==> config.mk <==
export PLATFORM = sky130hd
export DESIGN_NAME = lcsp_serial_port
export DESIGN_NICKNAME = d
export VERILOG_FILES = /design/src/verilog/lcsp_serial_port.v /design/src/verilog/lcsp_skid_buffer.v
export VERILOG_INCLUDE_DIRS = /design/src /design/src/verilog
export SDC_FILE = /design/constraint.sdc
export NUM_CORES = 1
export LEC_CHECK = 0
export ABC_CLOCK_PERIOD_IN_PS = 4010
export BUFFER_PORTS_ARGS = -buffer_cell sky130_fd_sc_hd__buf_2
export CAP_MARGIN = 25
export CORE_MARGIN = 4
export CORE_UTILIZATION = 28
export CTS_BUF_LIST = sky130_fd_sc_hd__clkbuf_16
export DETAILED_ROUTE_END_ITERATION = 16
export GPL_TIMING_DRIVEN = 0
export PLACE_DENSITY = 0.44
export SETUP_SLACK_MARGIN = 0.15
export SYNTH_ARGS = -nofsm -noshare
export SYNTH_HDL_FRONTEND = slang
export SYNTH_SLANG_ARGS = --single-unit
==> constraint.sdc <==
create_clock -name ref_clk -period 4.01 [get_ports ref_clk]
set_input_delay 0.802 -clock ref_clk [delete_from_list [all_inputs] [get_ports ref_clk]]
set_output_delay 0.802 -clock ref_clk [all_outputs]
set_load 0.1 [all_outputs]
==> src/verilog/lcsp_defs.vh <==
// shared constants of the lcd serial host port
`ifndef LCSP_DEFS_VH
`define LCSP_DEFS_VH

`define LCSP_I2C_ADDR        7'h3C
`define LCSP_WRITE_DISP_CMD  8'h80
`define LCSP_READ_DISP_CMD   8'h81
`define LCSP_MAX_ADDR        8'h77
`define LCSP_KIND_CMD        2'h0
`define LCSP_KIND_PARAM      2'h1
`define LCSP_KIND_RAMWR      2'h2
`define LCSP_LAST_BIT        4'h7
`define LCSP_ACK_BIT         4'h8
`define LCSP_ACK_DONE        4'h9
`define LCSP_IDX_CMD         2'h0
`define LCSP_IDX_ADDR        2'h1
`define LCSP_IDX_DATA        2'h2
`define LCSP_WORD_W          18

`endif

==> src/verilog/lcsp_serial_port.v <==
// serial host port (i2c slave or 3-wire spi slave) of an lcd driver
// Summary of operation
// - i2c data sampled only on clock high
// - sda falls while scl high: start
// - sda rises while scl high: stop
// - repeated start restarts address reception
// - i2c bytes eight bits, msb first, ack
// - device pulls sda low on ninth clock
// - address 0111100 plus direction bit acknowledged
// - parameter bytes follow command, routed onward
// - ram address beyond limit discards data
// - i2c pointer advances after ack clock
// - pointer wraps to zero past maximum
// - i2c read: set address, restart, stream
// - select high resets spi, fall starts
// - spi samples data on rising clock, msb first
// - every eight spi bits form one byte
// - select pulse turns pin to output
// - spi read data driven on falling clock
// - spi page write advances pointer per byte
// - spi read streams until select rises
`timescale 1ns/10ps
`include "lcsp_defs.vh"
module lcsp_serial_port #(
    parameter [7:0] WRITE_DISP_CMD = `LCSP_WRITE_DISP_CMD,
    parameter [7:0] READ_DISP_CMD  = `LCSP_READ_DISP_CMD,
    parameter [7:0] MAX_ADDR       = `LCSP_MAX_ADDR
) (
    input  wire       ref_clk,
    input  wire       sys_rst,
    input  wire       protocolSelect,
    input  wire       serialClk,
    input  wire       spiSelectN,
    input  wire       serialDataIn,
    output reg        serialDataOut,
    output reg        serialDataOe,
    output wire       outValid,
    input  wire       outReady,
    output wire [1:0] outKind,
    output wire [7:0] outAddr,
    output wire [7:0] outData,
    output reg  [7:0] ramRdAddr,
    input  wire [7:0] ramRdData
);
    localparam [2:0] ST_IDLE   = 3'h0;
    localparam [2:0] ST_ADDR   = 3'h1;
    localparam [2:0] ST_WRITE  = 3'h2;
    localparam [2:0] ST_READ   = 3'h3;
    localparam [2:0] ST_IGNORE = 3'h4;

    // two-stage synchronisers plus one history stage for edges
    reg                    selMeta;
    reg                    selSync;
    reg                    clkMeta;
    reg                    clkSync;
    reg                    clkPrev;
    reg                    dataMeta;
    reg                    dataSync;
    reg                    dataPrev;
    reg                    csMeta;
    reg                    csSync;
    reg                    csPrev;
    reg  [2:0]             i2cState;
    reg  [3:0]             bitCnt;
    reg  [7:0]             rxShift;
    reg  [7:0]             txShift;
    reg  [1:0]             byteIdx;
    reg  [7:0]             cmdReg;
    reg                    addrBad;
    reg                    ackOk;
    reg                    dirRead;
    reg                    masterAck;
    reg                    incPend;
    reg                    loadPend;
    reg                    spiArmed;
    reg                    spiOut;
    reg                    pushValid;
    reg  [`LCSP_WORD_W-1:0] pushWord;
    wire                   pushReady;
    wire                   clkRise;
    wire                   clkFall;
    wire                   i2cStart;
    wire                   i2cStop;
    wire                   csRise;
    wire                   csFall;
    wire [7:0]             rxByte;

    // wrap-around increment of the display ram pointer
    function [7:0] nextPtr;
        input [7:0] p;
        begin
            nextPtr = (p >= MAX_ADDR) ? 8'h00 : p + 8'h01;
        end
    endfunction

    assign clkRise  = clkSync & ~clkPrev;
    assign clkFall  = ~clkSync & clkPrev;
    // start/stop need scl high on both samples so our own ack never looks like one
    assign i2cStart = clkSync & clkPrev & dataPrev & ~dataSync;
    assign i2cStop  = clkSync & clkPrev & ~dataPrev & dataSync;
    assign csRise   = csSync & ~csPrev;
    assign csFall   = ~csSync & csPrev;
    assign rxByte   = {rxShift[6:0], dataSync};

    // pin synchronisers; bus idles high
    always @(posedge ref_clk) begin
        if (sys_rst) begin
            selMeta  <= 1'b1;
            selSync  <= 1'b1;
            clkMeta  <= 1'b1;
            clkSync  <= 1'b1;
            clkPrev  <= 1'b1;
            dataMeta <= 1'b1;
            dataSync <= 1'b1;
            dataPrev <= 1'b1;
            csMeta   <= 1'b1;
            csSync   <= 1'b1;
            csPrev   <= 1'b1;
        end else begin
            selMeta  <= protocolSelect;
            selSync  <= selMeta;
            clkMeta  <= serialClk;
            clkSync  <= clkMeta;
            clkPrev  <= clkSync;
            dataMeta <= serialDataIn;
            dataSync <= dataMeta;
            dataPrev <= dataSync;
            csMeta   <= spiSelectN;
            csSync   <= csMeta;
            csPrev   <= csSync;
        end
    end

    // common byte decoder: command, parameters, ram address and data
    task handleByte;
        input [7:0] b;
        begin
            if (byteIdx == `LCSP_IDX_CMD) begin
                cmdReg  <= b;
                byteIdx <= `LCSP_IDX_ADDR;
                if (b != WRITE_DISP_CMD && b != READ_DISP_CMD) begin
                    pushValid <= 1'b1;
                    pushWord  <= {`LCSP_KIND_CMD, 8'h00, b};
                end
            end else if (cmdReg == WRITE_DISP_CMD || cmdReg == READ_DISP_CMD) begin
                if (byteIdx == `LCSP_IDX_ADDR) begin
                    byteIdx <= `LCSP_IDX_DATA;
                    addrBad <= (b > MAX_ADDR);
                    if (b <= MAX_ADDR) begin
                        ramRdAddr <= b;
                    end
                    spiArmed <= (cmdReg == READ_DISP_CMD) & ~selSync;
                end else if (cmdReg == WRITE_DISP_CMD && !addrBad) begin
                    pushValid <= 1'b1;
                    pushWord  <= {`LCSP_KIND_RAMWR, ramRdAddr, b};
                    // spi advances at once, i2c waits for the ack clock
                    if (selSync) begin
                        incPend <= 1'b1;
                    end else begin
                        ramRdAddr <= nextPtr(ramRdAddr);
                    end
                end
            end else begin
                byteIdx   <= `LCSP_IDX_DATA;
                pushValid <= 1'b1;
                pushWord  <= {`LCSP_KIND_PARAM, 8'h00, b};
            end
        end
    endtask

    // protocol engines; only the strapped protocol sees edges
    always @(posedge ref_clk) begin
        if (sys_rst) begin
            i2cState      <= ST_IDLE;
            bitCnt        <= 4'h0;
            rxShift       <= 8'h00;
            txShift       <= 8'h00;
            byteIdx       <= `LCSP_IDX_CMD;
            cmdReg        <= 8'h00;
            addrBad       <= 1'b0;
            ackOk         <= 1'b0;
            dirRead       <= 1'b0;
            masterAck     <= 1'b0;
            incPend       <= 1'b0;
            loadPend      <= 1'b0;
            spiArmed      <= 1'b0;
            spiOut        <= 1'b0;
            pushValid     <= 1'b0;
            pushWord      <= {`LCSP_WORD_W{1'b0}};
            ramRdAddr     <= 8'h00;
            serialDataOut <= 1'b0;
            serialDataOe  <= 1'b0;
        end else begin
            if (pushValid && pushReady) begin
                pushValid <= 1'b0;
            end
            // ram answers combinationally to ramRdAddr, fetched a cycle later
            if (loadPend) begin
                loadPend <= 1'b0;
                txShift  <= ramRdData;
                if (selSync) begin
                    serialDataOe <= ~ramRdData[7];
                end
            end
            if (selSync) begin
                serialDataOut <= 1'b0;
                if (i2cStart) begin
                    i2cState     <= ST_ADDR;
                    bitCnt       <= 4'h0;
                    byteIdx      <= `LCSP_IDX_CMD;
                    incPend      <= 1'b0;
                    serialDataOe <= 1'b0;
                end else if (i2cStop) begin
                    i2cState     <= ST_IDLE;
                    serialDataOe <= 1'b0;
                end else if (i2cState != ST_IDLE && i2cState != ST_IGNORE) begin
                    if (clkRise) begin
                        if (bitCnt < `LCSP_ACK_BIT) begin
                            rxShift <= rxByte;
                            bitCnt  <= bitCnt + 4'h1;
                            if (bitCnt == `LCSP_LAST_BIT) begin
                                case (i2cState)
                                    ST_ADDR: begin
                                        ackOk   <= (rxByte[7:1] == `LCSP_I2C_ADDR);
                                        dirRead <= rxByte[0];
                                    end
                                    ST_WRITE: begin
                                        handleByte(rxByte);
                                    end
                                    default: begin
                                    end
                                endcase
                            end
                        end else if (bitCnt == `LCSP_ACK_BIT) begin
                            bitCnt    <= `LCSP_ACK_DONE;
                            masterAck <= ~dataSync;
                        end
                    end else if (clkFall) begin
                        if (bitCnt == `LCSP_ACK_BIT) begin
                            // pull low for the whole ninth clock, or release for master
                            serialDataOe <= (i2cState == ST_WRITE) ||
                                            (i2cState == ST_ADDR && ackOk);
                        end else if (bitCnt == `LCSP_ACK_DONE) begin
                            serialDataOe <= 1'b0;
                            bitCnt       <= 4'h0;
                            case (i2cState)
                                ST_ADDR: begin
                                    if (!ackOk) begin
                                        i2cState <= ST_IGNORE;
                                    end else if (dirRead) begin
                                        i2cState <= ST_READ;
                                        loadPend <= 1'b1;
                                    end else begin
                                        i2cState <= ST_WRITE;
                                    end
                                end
                                ST_WRITE: begin
                                    if (incPend) begin
                                        incPend   <= 1'b0;
                                        ramRdAddr <= nextPtr(ramRdAddr);
                                    end
                                end
                                ST_READ: begin
                                    if (masterAck) begin
                                        ramRdAddr <= nextPtr(ramRdAddr);
                                        loadPend  <= 1'b1;
                                    end else begin
                                        i2cState <= ST_IGNORE;
                                    end
                                end
                                default: begin
                                end
                            endcase
                        end else if (i2cState == ST_READ && bitCnt != 4'h0) begin
                            serialDataOe <= ~txShift[6];
                            txShift      <= {txShift[6:0], 1'b0};
                        end
                    end
                end
            end else if (csSync) begin
                // select high: spi engine held in reset
                bitCnt       <= 4'h0;
                byteIdx      <= `LCSP_IDX_CMD;
                serialDataOe <= 1'b0;
                if (csRise) begin
                    spiOut   <= spiArmed & ~spiOut;
                    spiArmed <= 1'b0;
                end
            end else begin
                if (csFall && spiOut) begin
                    loadPend <= 1'b1;
                end
                if (clkRise && !spiOut) begin
                    rxShift <= rxByte;
                    if (bitCnt == `LCSP_LAST_BIT) begin
                        bitCnt <= 4'h0;
                        handleByte(rxByte);
                    end else begin
                        bitCnt <= bitCnt + 4'h1;
                    end
                end else if (clkFall && spiOut) begin
                    serialDataOut <= txShift[7];
                    serialDataOe  <= 1'b1;
                    txShift       <= {txShift[6:0], 1'b0};
                    if (bitCnt == `LCSP_LAST_BIT) begin
                        bitCnt    <= 4'h0;
                        ramRdAddr <= nextPtr(ramRdAddr);
                        loadPend  <= 1'b1;
                    end else begin
                        bitCnt <= bitCnt + 4'h1;
                    end
                end
            end
        end
    end

    // decoded words wait here while the core stalls
    lcsp_skid_buffer #(
        .WIDTH(`LCSP_WORD_W)
    ) u_buffer (
        .ref_clk  (ref_clk),
        .sys_rst  (sys_rst),
        .inValid  (pushValid),
        .inReady  (pushReady),
        .inData   (pushWord),
        .outValid (outValid),
        .outReady (outReady),
        .outData  ({outKind, outAddr, outData})
    );
endmodule

==> src/verilog/lcsp_skid_buffer.v <==
// two-entry valid/ready buffer between byte decoder and core
`timescale 1ns/10ps
module lcsp_skid_buffer #(
    parameter WIDTH = 18
) (
    input  wire             ref_clk,
    input  wire             sys_rst,
    input  wire             inValid,
    output wire             inReady,
    input  wire [WIDTH-1:0] inData,
    output reg              outValid,
    input  wire             outReady,
    output reg  [WIDTH-1:0] outData
);
    reg             spareValid;
    reg [WIDTH-1:0] spareData;
    wire            push;
    wire            pop;

    // ready only while the spare slot is empty, so no word is ever dropped
    assign inReady = ~spareValid;
    assign push    = inValid & ~spareValid;
    assign pop     = outValid & outReady;

    // head slot feeds the port directly, spare slot absorbs a stall
    always @(posedge ref_clk) begin
        if (sys_rst) begin
            outValid   <= 1'b0;
            outData    <= {WIDTH{1'b0}};
            spareValid <= 1'b0;
            spareData  <= {WIDTH{1'b0}};
        end else if (pop && spareValid) begin
            outData    <= spareData;
            spareValid <= 1'b0;
        end else if (pop) begin
            outValid <= push;
            if (push) begin
                outData <= inData;
            end
        end else if (push) begin
            if (!outValid) begin
                outValid <= 1'b1;
                outData  <= inData;
            end else begin
                spareValid <= 1'b1;
                spareData  <= inData;
            end
        end
    end
endmodule
Yosys cells after proc, flatten, opt, wreduce, memory -nomap -nowiden:

Cells that the tools add are included.

* flip-flop bits (word level): 118
* input port bits: 15
* output and inout bits: 29
* logic and storage cells: 397

* $add $sub $neg: 2
* magnitude comparators: 4
* equal/unequal tests: 60
* muxes and demuxes: 215
* bitwise logic cells: 30
* reductions and logical operators: 52

Operators by type and width (count)
* 2-to-1 mux 8 bit: 52
* 2-to-1 mux 18 bit: 21
* 2-to-1 mux 1 bit: 94
* 2-to-1 mux 4 bit: 14
* 2-to-1 mux 7 bit: 8
* inequality test 3 x 1 -> 1 bit (second input constant): 14
* inequality test 3 bit (second input constant): 10
* 2-to-1 mux 2 bit: 14
* 2-to-1 mux 3 bit: 9
* nonzero test 3 bit: 9
* AND reduction 8 bit: 3
* AND reduction 21 bit: 1
* AND reduction 7 bit: 3
* AND reduction 10 bit: 2
* NOT 1 bit: 17
* == test 8 bit (second input constant): 2
* inequality test 4 bit (second input constant): 4
* inequality test 8 bit (second input constant): 2
* one-hot mux 8 bit (2 select lines): 1
* inequality test 3 x 2 -> 1 bit (second input constant): 5
* nonzero test 2 bit: 7
* AND 1 bit: 13
* AND reduction 13 bit: 1
* nonzero test 4 bit: 3
* other kinds (28): 54

Logic depth before layout (Yosys ltp):

Gate-level depths: netlist of the first run.

* word-level depth: 15
* depth in mapped cells: 9
* mapped depth without buffers: 7

Modules after synthesis:

From an unflattened synthesis of the first run, not the netlist that was laid out.

* cell total of the unflattened synthesis: 659
* area total of the unflattened synthesis: 5736.8 sq um

Modules (own cells, without submodules)
* lcsp_serial_port: instances 1, cells each 486, area each 4201.5 sq um, sequential area each 1601.5 sq um
* lcsp_skid_buffer: instances 1, cells each 173, area each 1535.2 sq um, sequential area each 760.7 sq um

Worst setup path before layout of the first run:

No wires, ideal clock.

* kind: register to register
* start: register ramRdAddr[0]
* end: register ramRdAddr[0]
* setup time: 181 ps
* arrival time: 2184 ps
* data required time: 3829 ps
* slack: 1644 ps
* cell stages (with the launch flop): 7
* buffers on the path: 0
* clock period less this slack: 2366 ps
* path through: dfxtp_1 -> ha_1 -> a21oi_1 -> o21bai_1 -> o21ai_0 -> a31oi_1 -> a311oi_1

* longest elaborated chain between the ends: 12
* elaborated cells on any way between the ends: 30
* those cells by class: 1 x add/sub; 1 x order compare; 28 x mux

RTL lines
* start, declared: line lcsp_serial_port.v:42 `output reg [7:0] ramRdAddr,`
* start signal, assigned: line lcsp_serial_port.v:260 `ramRdAddr <= nextPtr(ramRdAddr);`
* start signal, assigned: line lcsp_serial_port.v:265 `ramRdAddr <= nextPtr(ramRdAddr);`
* start signal, assigned: line lcsp_serial_port.v:307 `ramRdAddr <= nextPtr(ramRdAddr);`
* adder 8 x 1 -> 8 bit, or another cell as far along: line lcsp_serial_port.v:92 `nextPtr = (p >= MAX_ADDR) ? 8'h00 : p + 8'h01;`
* 2-to-1 mux 8 bit (on tied branches) (2 in series)
* one-hot mux 8 bit (2 select lines) / 2-to-1 mux 8 bit (equally long branches)
* 2-to-1 mux 8 bit (on tied branches) (3 in series)
* 2-to-1 mux 8 bit: line lcsp_serial_port.v:217 `if (clkRise) begin`
* 2-to-1 mux 8 bit: line lcsp_serial_port.v:216 `end else if (i2cState != ST_IDLE && i2cState != ST_IGNORE) begin`
* 2-to-1 mux 8 bit: line lcsp_serial_port.v:213 `end else if (i2cStop) begin`
* 2-to-1 mux 8 bit: line lcsp_serial_port.v:207 `if (i2cStart) begin`
* 2-to-1 mux 8 bit *: line lcsp_serial_port.v:205 `if (selSync) begin`

Mark *: on every way between the ends. The rest lies on a longest branch, timed or not. The select of a mux whose other input is x is not followed.
A chain may end at the register's enable or synchronous reset.

Final worst setup path of the first run:

* start: register clkSync
* end: register txShift[6]

* longest elaborated chain between the ends: 8
* elaborated cells on any way between the ends: 19
* those cells by class: 9 x mux; 8 x bitwise; 2 x reduce/logical

RTL lines
* start, declared: line lcsp_serial_port.v:55 `reg clkSync;`
* start signal, assigned: line lcsp_serial_port.v:123 `clkSync <= clkMeta;`
* NOT 1 bit: line lcsp_serial_port.v:97 `assign clkFall = ~clkSync & clkPrev;`
* AND 1 bit: line lcsp_serial_port.v:97
* 2-to-1 mux 8 bit: line lcsp_serial_port.v:238 `end else if (clkFall) begin`
* 2-to-1 mux 8 bit: line lcsp_serial_port.v:217
* 2-to-1 mux 8 bit: line lcsp_serial_port.v:216
* 2-to-1 mux 8 bit: line lcsp_serial_port.v:213
* 2-to-1 mux 8 bit: line lcsp_serial_port.v:207
* 2-to-1 mux 8 bit *: line lcsp_serial_port.v:205
* end signal, assigned: line lcsp_serial_port.v:200 `txShift <= ramRdData;`
* end signal, assigned: line lcsp_serial_port.v:276 `txShift <= {txShift[6:0], 1'b0};`
* end signal, assigned: line lcsp_serial_port.v:304 `txShift <= {txShift[6:0], 1'b0};`
* end, declared: line lcsp_serial_port.v:66 `reg [7:0] txShift;`

Mark *: on every way between the ends. The rest lies on a longest branch, timed or not.

==> results of run 1 <==
worst max-delay path: cells and delay by family, from the launching register on:
family | cells | cell delay (ns)
buffers and inverters | 2 | 0.83
AOI/OAI and AO/OA | 3 | 0.75
DFF | 1 | 0.38
and+or+nand+nor | 2 | 0.32
adders and majority gates | 1 | 0.29
sequential cells by signal, indices dropped and copies added, names as in the netlist, 2 cells and up:
register,flops
u_buffer.spareData,18
byteIdx,2
pushWord,18
txShift,8
rxShift,7
i2cState,3
bitCnt,4
cmdReg,8
u_buffer.outData,18
ramRdAddr,8
area by class of cell:
cell class,count,area [µm²],area share
multi-input combinational,494,3226,0.4619
sequential,118,2362,0.3383
clock buffer,17,425.4,0.06092
tap,270,337.8,0.04838
timing repair buffer,43,215.2,0.03082
buffer,47,206.4,0.02956
clock inverter,14,153.9,0.02204
inverter,15,56.30,0.008063
power breakdown:
part           switching (mW)  leakage, nW  internal (mW)  total [mW]
registers             0.00483        0.952           1.18        1.18
clock network           0.577        0.266          0.914        1.49
logic                  0.0792         1.33         0.0314       0.111
total                   0.661         2.55           2.12        2.79
cells in the mapped netlist (3+ instances only):
library cell | instances | share of area
o21ai_0 | 46 | 0.039
clkbuf_1 | 34 | 0.022
ha_1 | 8 | 0.017
a211oi_1 | 26 | 0.033
nand2_1 | 63 | 0.040
nand2b_1 | 10 | 0.011
buf_1 | 6 | 0.0038
nand3_1 | 9 | 0.0077
nand3b_1 | 13 | 0.017
a21oi_1 | 43 | 0.037
nand4_1 | 4 | 0.0043
nor4_1 | 4 | 0.0043
a31oi_1 | 7 | 0.0075
nor2_1 | 54 | 0.035
dfxtp_1 | 118 | 0.40
mux2i_1 | 40 | 0.068
a311oi_1 | 3 | 0.0045
or2_2 | 12 | 0.013
a211o_1 | 3 | 0.0045
and3_1 | 7 | 0.0075
and2_1 | 5 | 0.0053
buf_6 | 3 | 0.0058
nor3b_1 | 8 | 0.010
nor3_1 | 12 | 0.010
xor2_1 | 3 | 0.0045
buf_2 | 3 | 0.0026
o31ai_1 | 5 | 0.0064
o21ai_2 | 10 | 0.015
or3_1 | 3 | 0.0032
nor2b_1 | 25 | 0.027
o21a_1 | 7 | 0.0090
or4_1 | 4 | 0.0051
o211ai_1 | 8 | 0.010
inv_1 | 15 | 0.0096
worst max-delay path by stage:
stage | cells past startpoint | end | slack [ns]
after global routing | 8 | txShift[5]$_SDFF_PP0_ | 1.14
after detailed placement | 8 | txShift[6]$_SDFF_PP0_ | 1.39
after CTS | 8 | txShift[6]$_SDFF_PP0_ | 1.35
after floorplan | 6 | ramRdAddr[0]$_SDFFE_PP0P_ | 1.64
after global placement | 8 | txShift[6]$_SDFF_PP0_ | 1.43
final | 8 | txShift[6]$_SDFF_PP0_ | 1.35
metal layers:
metal	global-route usage	up-vias
li1	-	2584
met1	0.1907	2369
met2	0.2221	118
met3	0.03039	24
met4	0.05388	0
met5	0	-
kinds of logic (layout without fill, tap and decap cells):
kind of cell	after synthesis	count (layout)	synth area share
DFF	118	118	0.4038
muxes	42	42	0.07292
xor gates and xnor gates	4	4	0.005989
AOI/OAI and AO/OA	197	197	0.2353
adders and majority gates	8	8	0.01711
buffers and inverters	62	136	0.04491
and+or+nand+nor	243	243	0.2201
==> impl_metrics.json, run 1 <==
{
  "pre_cts_slack_ns": 1.388,
  "ys_async_sr_fraction": 0,
  "final_cell_mix": "118 x dfxtp_1, 63 x nand2_1, 54 x nor2_1",
  "cts_setup_buffers": 0,
  "synth_cell_types": 76,
  "place_congestion": 0.8340,
  "ant_nets": 0,
  "syn_nets": 697,
  "r2r_end": "txShift[6]$_SDFF_PP0_",
  "start_util": 0.2873,
  "min_period_ns": 2.663,
  "hold_violations": 0,
  "gr-total-overflow": 0,
  "rsz0062_at_grt": "false",
  "rrSetupSlack_ns": 1.35,
  "hold_end": "csSync$_SDFF_PP1_",
  "fin_crit_sh": 0.6640,
  "drv_cap": 0,
  "cts_tree": "built",
  "fillCellCount": 2159,
  "synthCells": 674,
  "worst_pin_slew_ns": 0.7994,
  "worst_slack_ns": 1.347,
  "ir_drop_v": 0.0002409,
  "synth_warnings": 0,
  "io_buffer_count": 42,
  "drcViolationCount": 0,
  "drive_gt1_frac": 0.1551,
  "path_common_cell": "clkbuf_1",
  "hp-class": "flip-flop to flip-flop",
  "antenna_found_initial": 0,
  "clock-sinks": 118,
  "leakage_nw": 2.545,
  "status": "complete, no violations",
  "place_area_um2": 6399,
  "timing.hold.ws_ns": 0.4094,
  "wl_met3_um": 718,
  "max_freq_mhz": 375.6,
  "hold_path_depth": 1,
  "avgSynthCellArea_um2": 8.680,
  "cts_resized": 0,
  "vias": 5095,
  "dieArea_um2": 23270,
  "clock_path_buffers": 2,
  "design_area_um2": 6983,
  "report.final.slew_viol_count": 0,
  "grt_pass1_wl_mm": 26.68,
  "slew_headroom": 0.4670,
  "path_cells": "ha_1 -> clkbuf_1 -> nand2b_1 -> a21oi_1 -> a31oi_1 -> clkbuf_1 -> nor2_1 -> a211oi_1",
  "cts_buffers": 17,
  "wire_per_inst_um": 15.96,
  "grt_pass1_vias": 4935,
  "cp_slowest_stage_delay_ns": 0.48,
  "die_x_um": 152.6,
  "avgViaCountPerCell": 5.005,
  "htree_levels": 4,
  "die-height_um": 152.6,
  "synth_edf_count": 0,
  "ys_seq_elements": 118,
  "drt_iter0_drc": 324,
  "rr_worst_depth": 8,
  "grt_usage": 0.1413,
  "start_kind": "flip-flop",
  "final_util": 0.3429,
  "cp_slowest_cell": "a31oi_1",
  "critPathRequiredTime_ns": 4.33,
  "clk_pin_slew_worst_paths_ns": 0.05,
  "worstPathMaxFanout": 10,
  "p_per_area_nw_per_um2": 398.9,
  "final_common_cell": "dfxtp_1",
  "core_area_um2": 20360,
  "cp.arrival_ns": 2.99,
  "netlist_area_um2": 5851,
  "ys_seq_area_frac": 0.4038,
  "clock_skew_ns": 0.004542,
  "finalSetupViolCount": 0,
  "insertion_delay_ns": 0.41,
  "hold_start": "csMeta$_SDFF_PP1_",
  "worst-setup-path-type": "flip-flop to flip-flop",
  "syn2layout_area_growth_pct": 19.35,
  "antenna_cells": 0,
  "grt_max_degree": 17,
  "crit_start": "clkSync$_SDFF_PP1_",
  "hpwl_mm": 12.13,
  "drt-pass1-iter-count": 4,
  "rows": 52,
  "cts-root-buf": "clkbuf_16",
  "fin_tns_setup_ns": 0,
  "wl_met1_mm": 7.695,
  "dr.max_layer_used": "met4",
  "wl_met2_mm": 7.476,
  "rr_startpoint": "clkSync$_SDFF_PP1_",
  "nNetsFinal": 759,
  "ios": 44,
  "finalPower_mw": 2.786,
  "synth_ff_type": "dfxtp_1",
  "place_inst": 986,
  "endpoint_kind": "flip-flop",
  "hold_buffers": 0,
  "stdcell_count": 1018,
  "routed_wl_mm": 16.24
}
Power figures use the tool's default switching activity.
==> inputs of run 2 (changes only) <==
ABC_CLOCK_PERIOD_IN_PS = 2200   (was 4010)
PLACE_DENSITY = 0.46   (was 0.44)
clock period = 2.2 ns   (was 4.01 ns; I/O delays follow)
==> run 2 against run 1 <==
Compared with the run above:
- the run now ends with negative setup slack left
- sequential share of layout area down 2.9 points
- final area up 10%
- utilization up 3.6 points
- non-clock buffer count up 29
- clock skew up 0.0030 ns
- flip-flop and latch count unchanged
- critical path type unchanged
- critical endpoint is now pushWord[17]$_SDFFE_PP0P_
- largest power group unchanged
==> impl_metrics.json, run 2 (synthesis results as in run 1) <==
{
  "grt_max_degree": 17,
  "dr.max_layer_used": "met4",
  "rows": 52,
  "syn2layout_area_growth_pct": 31.72,
  "place_congestion": 0.8606,
  "path_common_cell": "buf_6",
  "die-height_um": 152.6,
  "gr-total-overflow": 0,
  "design_area_um2": 7706,
  "cp_slowest_stage_delay_ns": 0.54,
  "endpoint_kind": "flip-flop",
  "drive_gt1_frac": 0.2879,
  "status": "complete, but fails checks",
  "p_per_area_nw_per_um2": 682.4,
  "pre_cts_slack_ns": -0.4041,
  "hp-class": "input pin to flip-flop",
  "final_util": 0.3784,
  "place_inst": 986,
  "drv_cap": 0,
  "clk_pin_slew_worst_paths_ns": 0.06,
  "stdcell_count": 1048,
  "antenna_cells": 0,
  "nNetsFinal": 788,
  "final_common_cell": "dfxtp_1",
  "final_cell_mix": "104 x dfxtp_1, 62 x nand2_1, 53 x nor2_1",
  "worstPathMaxFanout": 8,
  "clock_path_buffers": 2,
  "grt_pass1_wl_mm": 27.25,
  "critPathRequiredTime_ns": 2.51,
  "max_freq_mhz": 453.2,
  "grt_usage": 0.1444,
  "min_period_ns": 2.207,
  "fillCellCount": 2079,
  "wl_met2_mm": 7.989,
  "start_kind": "flip-flop",
  "grt_pass1_vias": 4999,
  "drt_iter0_drc": 232,
  "worst_pin_slew_ns": 0.7886,
  "slew_headroom": 0.4743,
  "cp.arrival_ns": 2.52,
  "htree_levels": 4,
  "cts-root-buf": "clkbuf_16",
  "die_x_um": 152.6,
  "wl_met1_mm": 7.908,
  "wl_met3_um": 700,
  "wire_per_inst_um": 16.26,
  "report.final.slew_viol_count": 0,
  "top_regs": "pushWord (18), u_buffer.outData (18), u_buffer.spareData (18)",
  "worst-setup-path-type": "flip-flop to flip-flop",
  "drt-pass1-iter-count": 5,
  "place_area_um2": 6409,
  "routed_wl_mm": 17.04,
  "insertion_delay_ns": 0.43,
  "cts_tree": "built",
  "vias": 5335,
  "path_cells": "buf_6 -> or4b_4 -> a2111oi_4 -> o211ai_2 -> or2_1 -> buf_6 -> mux2_4",
  "finalSetupViolCount": 1,
  "clock-sinks": 118,
  "ant_nets": 0,
  "hpwl_mm": 12.11,
  "leakage_nw": 2.887,
  "avgViaCountPerCell": 5.091,
  "clock_skew_ns": 0.007524,
  "dieArea_um2": 23270,
  "hold_violations": 0,
  "cp_slowest_cell": "or4b_4",
  "fin_crit_sh": 1.003,
  "violations": "negative setup slack",
  "rsz0062_at_grt": "true",
  "io_buffer_count": 42,
  "drcViolationCount": 0,
  "antenna_found_initial": 0,
  "ios": 44,
  "cts_buffers": 17,
  "start_util": 0.2873,
  "worst_slack_ns": -0.006570,
  "ir_drop_v": 0.0004239,
  "core_area_um2": 20360
}
run 2: cell types whose count changed in the layout (fill, tap and decap cells not counted), sizes merged:
| cell | delta |
|---|---|
| buf | +34 |
| clkbuf | -5 |
| clkinv | -3 |
| clkinvlp | -4 |
| inv | +8 |
run 2: report_power, final:
part / total [mW] / internal [mW] / switching [mW]
Sequential: 2.15 / 2.14 / 0.00956
Combinational: 0.235 / 0.0783 / 0.157
Clock: 2.87 / 1.72 / 1.15
run 2: stage by stage:
step	hold WS, ns	power, mW	setup TNS, ns
2_1_floorplan	0.3895	2.333	0
3_3_place_gp	0.3964	2.403	-4.984
3_5_place_dp	0.3932	2.405	-7.032
4_1_cts	0.1785	5.308	-0.006923
5_1_grt	0.1881	5.441	-0.08649
6_report	0.1916	5.259	-0.006570
run 2: critical path, delay by kind of cell, from the launching register on:
family                 cells  cell delay, ns
and+or+nand+nor            2            0.81
buffers and inverters      2            0.26
muxes                      1            0.29
AOI/OAI and AO/OA          2            0.41
DFF                        1            0.31
run 2: per-layer routing:
layer / GRT usage / vias to the layer above
li1: - / 2640
met1: 0.1925 / 2534
met2: 0.2259 / 129
met3: 0.03721 / 32
met4: 0.05388 / 0
met5: 0 / -
run 2: timing repair:
| item | 4_1_cts | 5_1_grt |
|---|---|---|
| resized for setup | 90 | 65 |
| buffers inserted | 19 | 9 |
| pin swaps | 21 | 23 |
| hold buffers | 0 | 0 |
| endpoints found under the setup margin | 63 | 76 |
| gates cloned | 2 | 0 |
run 2: final cells by class:
cell class	instances	area (µm²)	area share
Inverter	15	58.81	0.007631
Tap cell	270	337.8	0.04384
Timing Repair Buffer	72	494.2	0.06413
Sequential cell	118	2387	0.3098
Multi-Input combinational cell	494	3523	0.4572
Clock buffer	17	425.4	0.05520
Buffer	47	296.5	0.03848
Clock inverter	15	182.7	0.02371
run 2: final timing paths:
| check | end | depth (start not counted) | slack [ns] | startpoint |
|---|---|---|---|---|
| max | pushWord[17]$_SDFFE_PP0P_ | 7 | -0.007 | i2cState[0]$_SDFFE_PP0P_ |
| min | clkMeta$_SDFF_PP1_ | 2 | 0.19 | serialClk |
| max reg2reg | pushWord[17]$_SDFFE_PP0P_ | 7 | -0.007 | i2cState[0]$_SDFFE_PP0P_ |
| min reg2reg | csSync$_SDFF_PP1_ | 1 | 0.41 | csMeta$_SDFF_PP1_ |
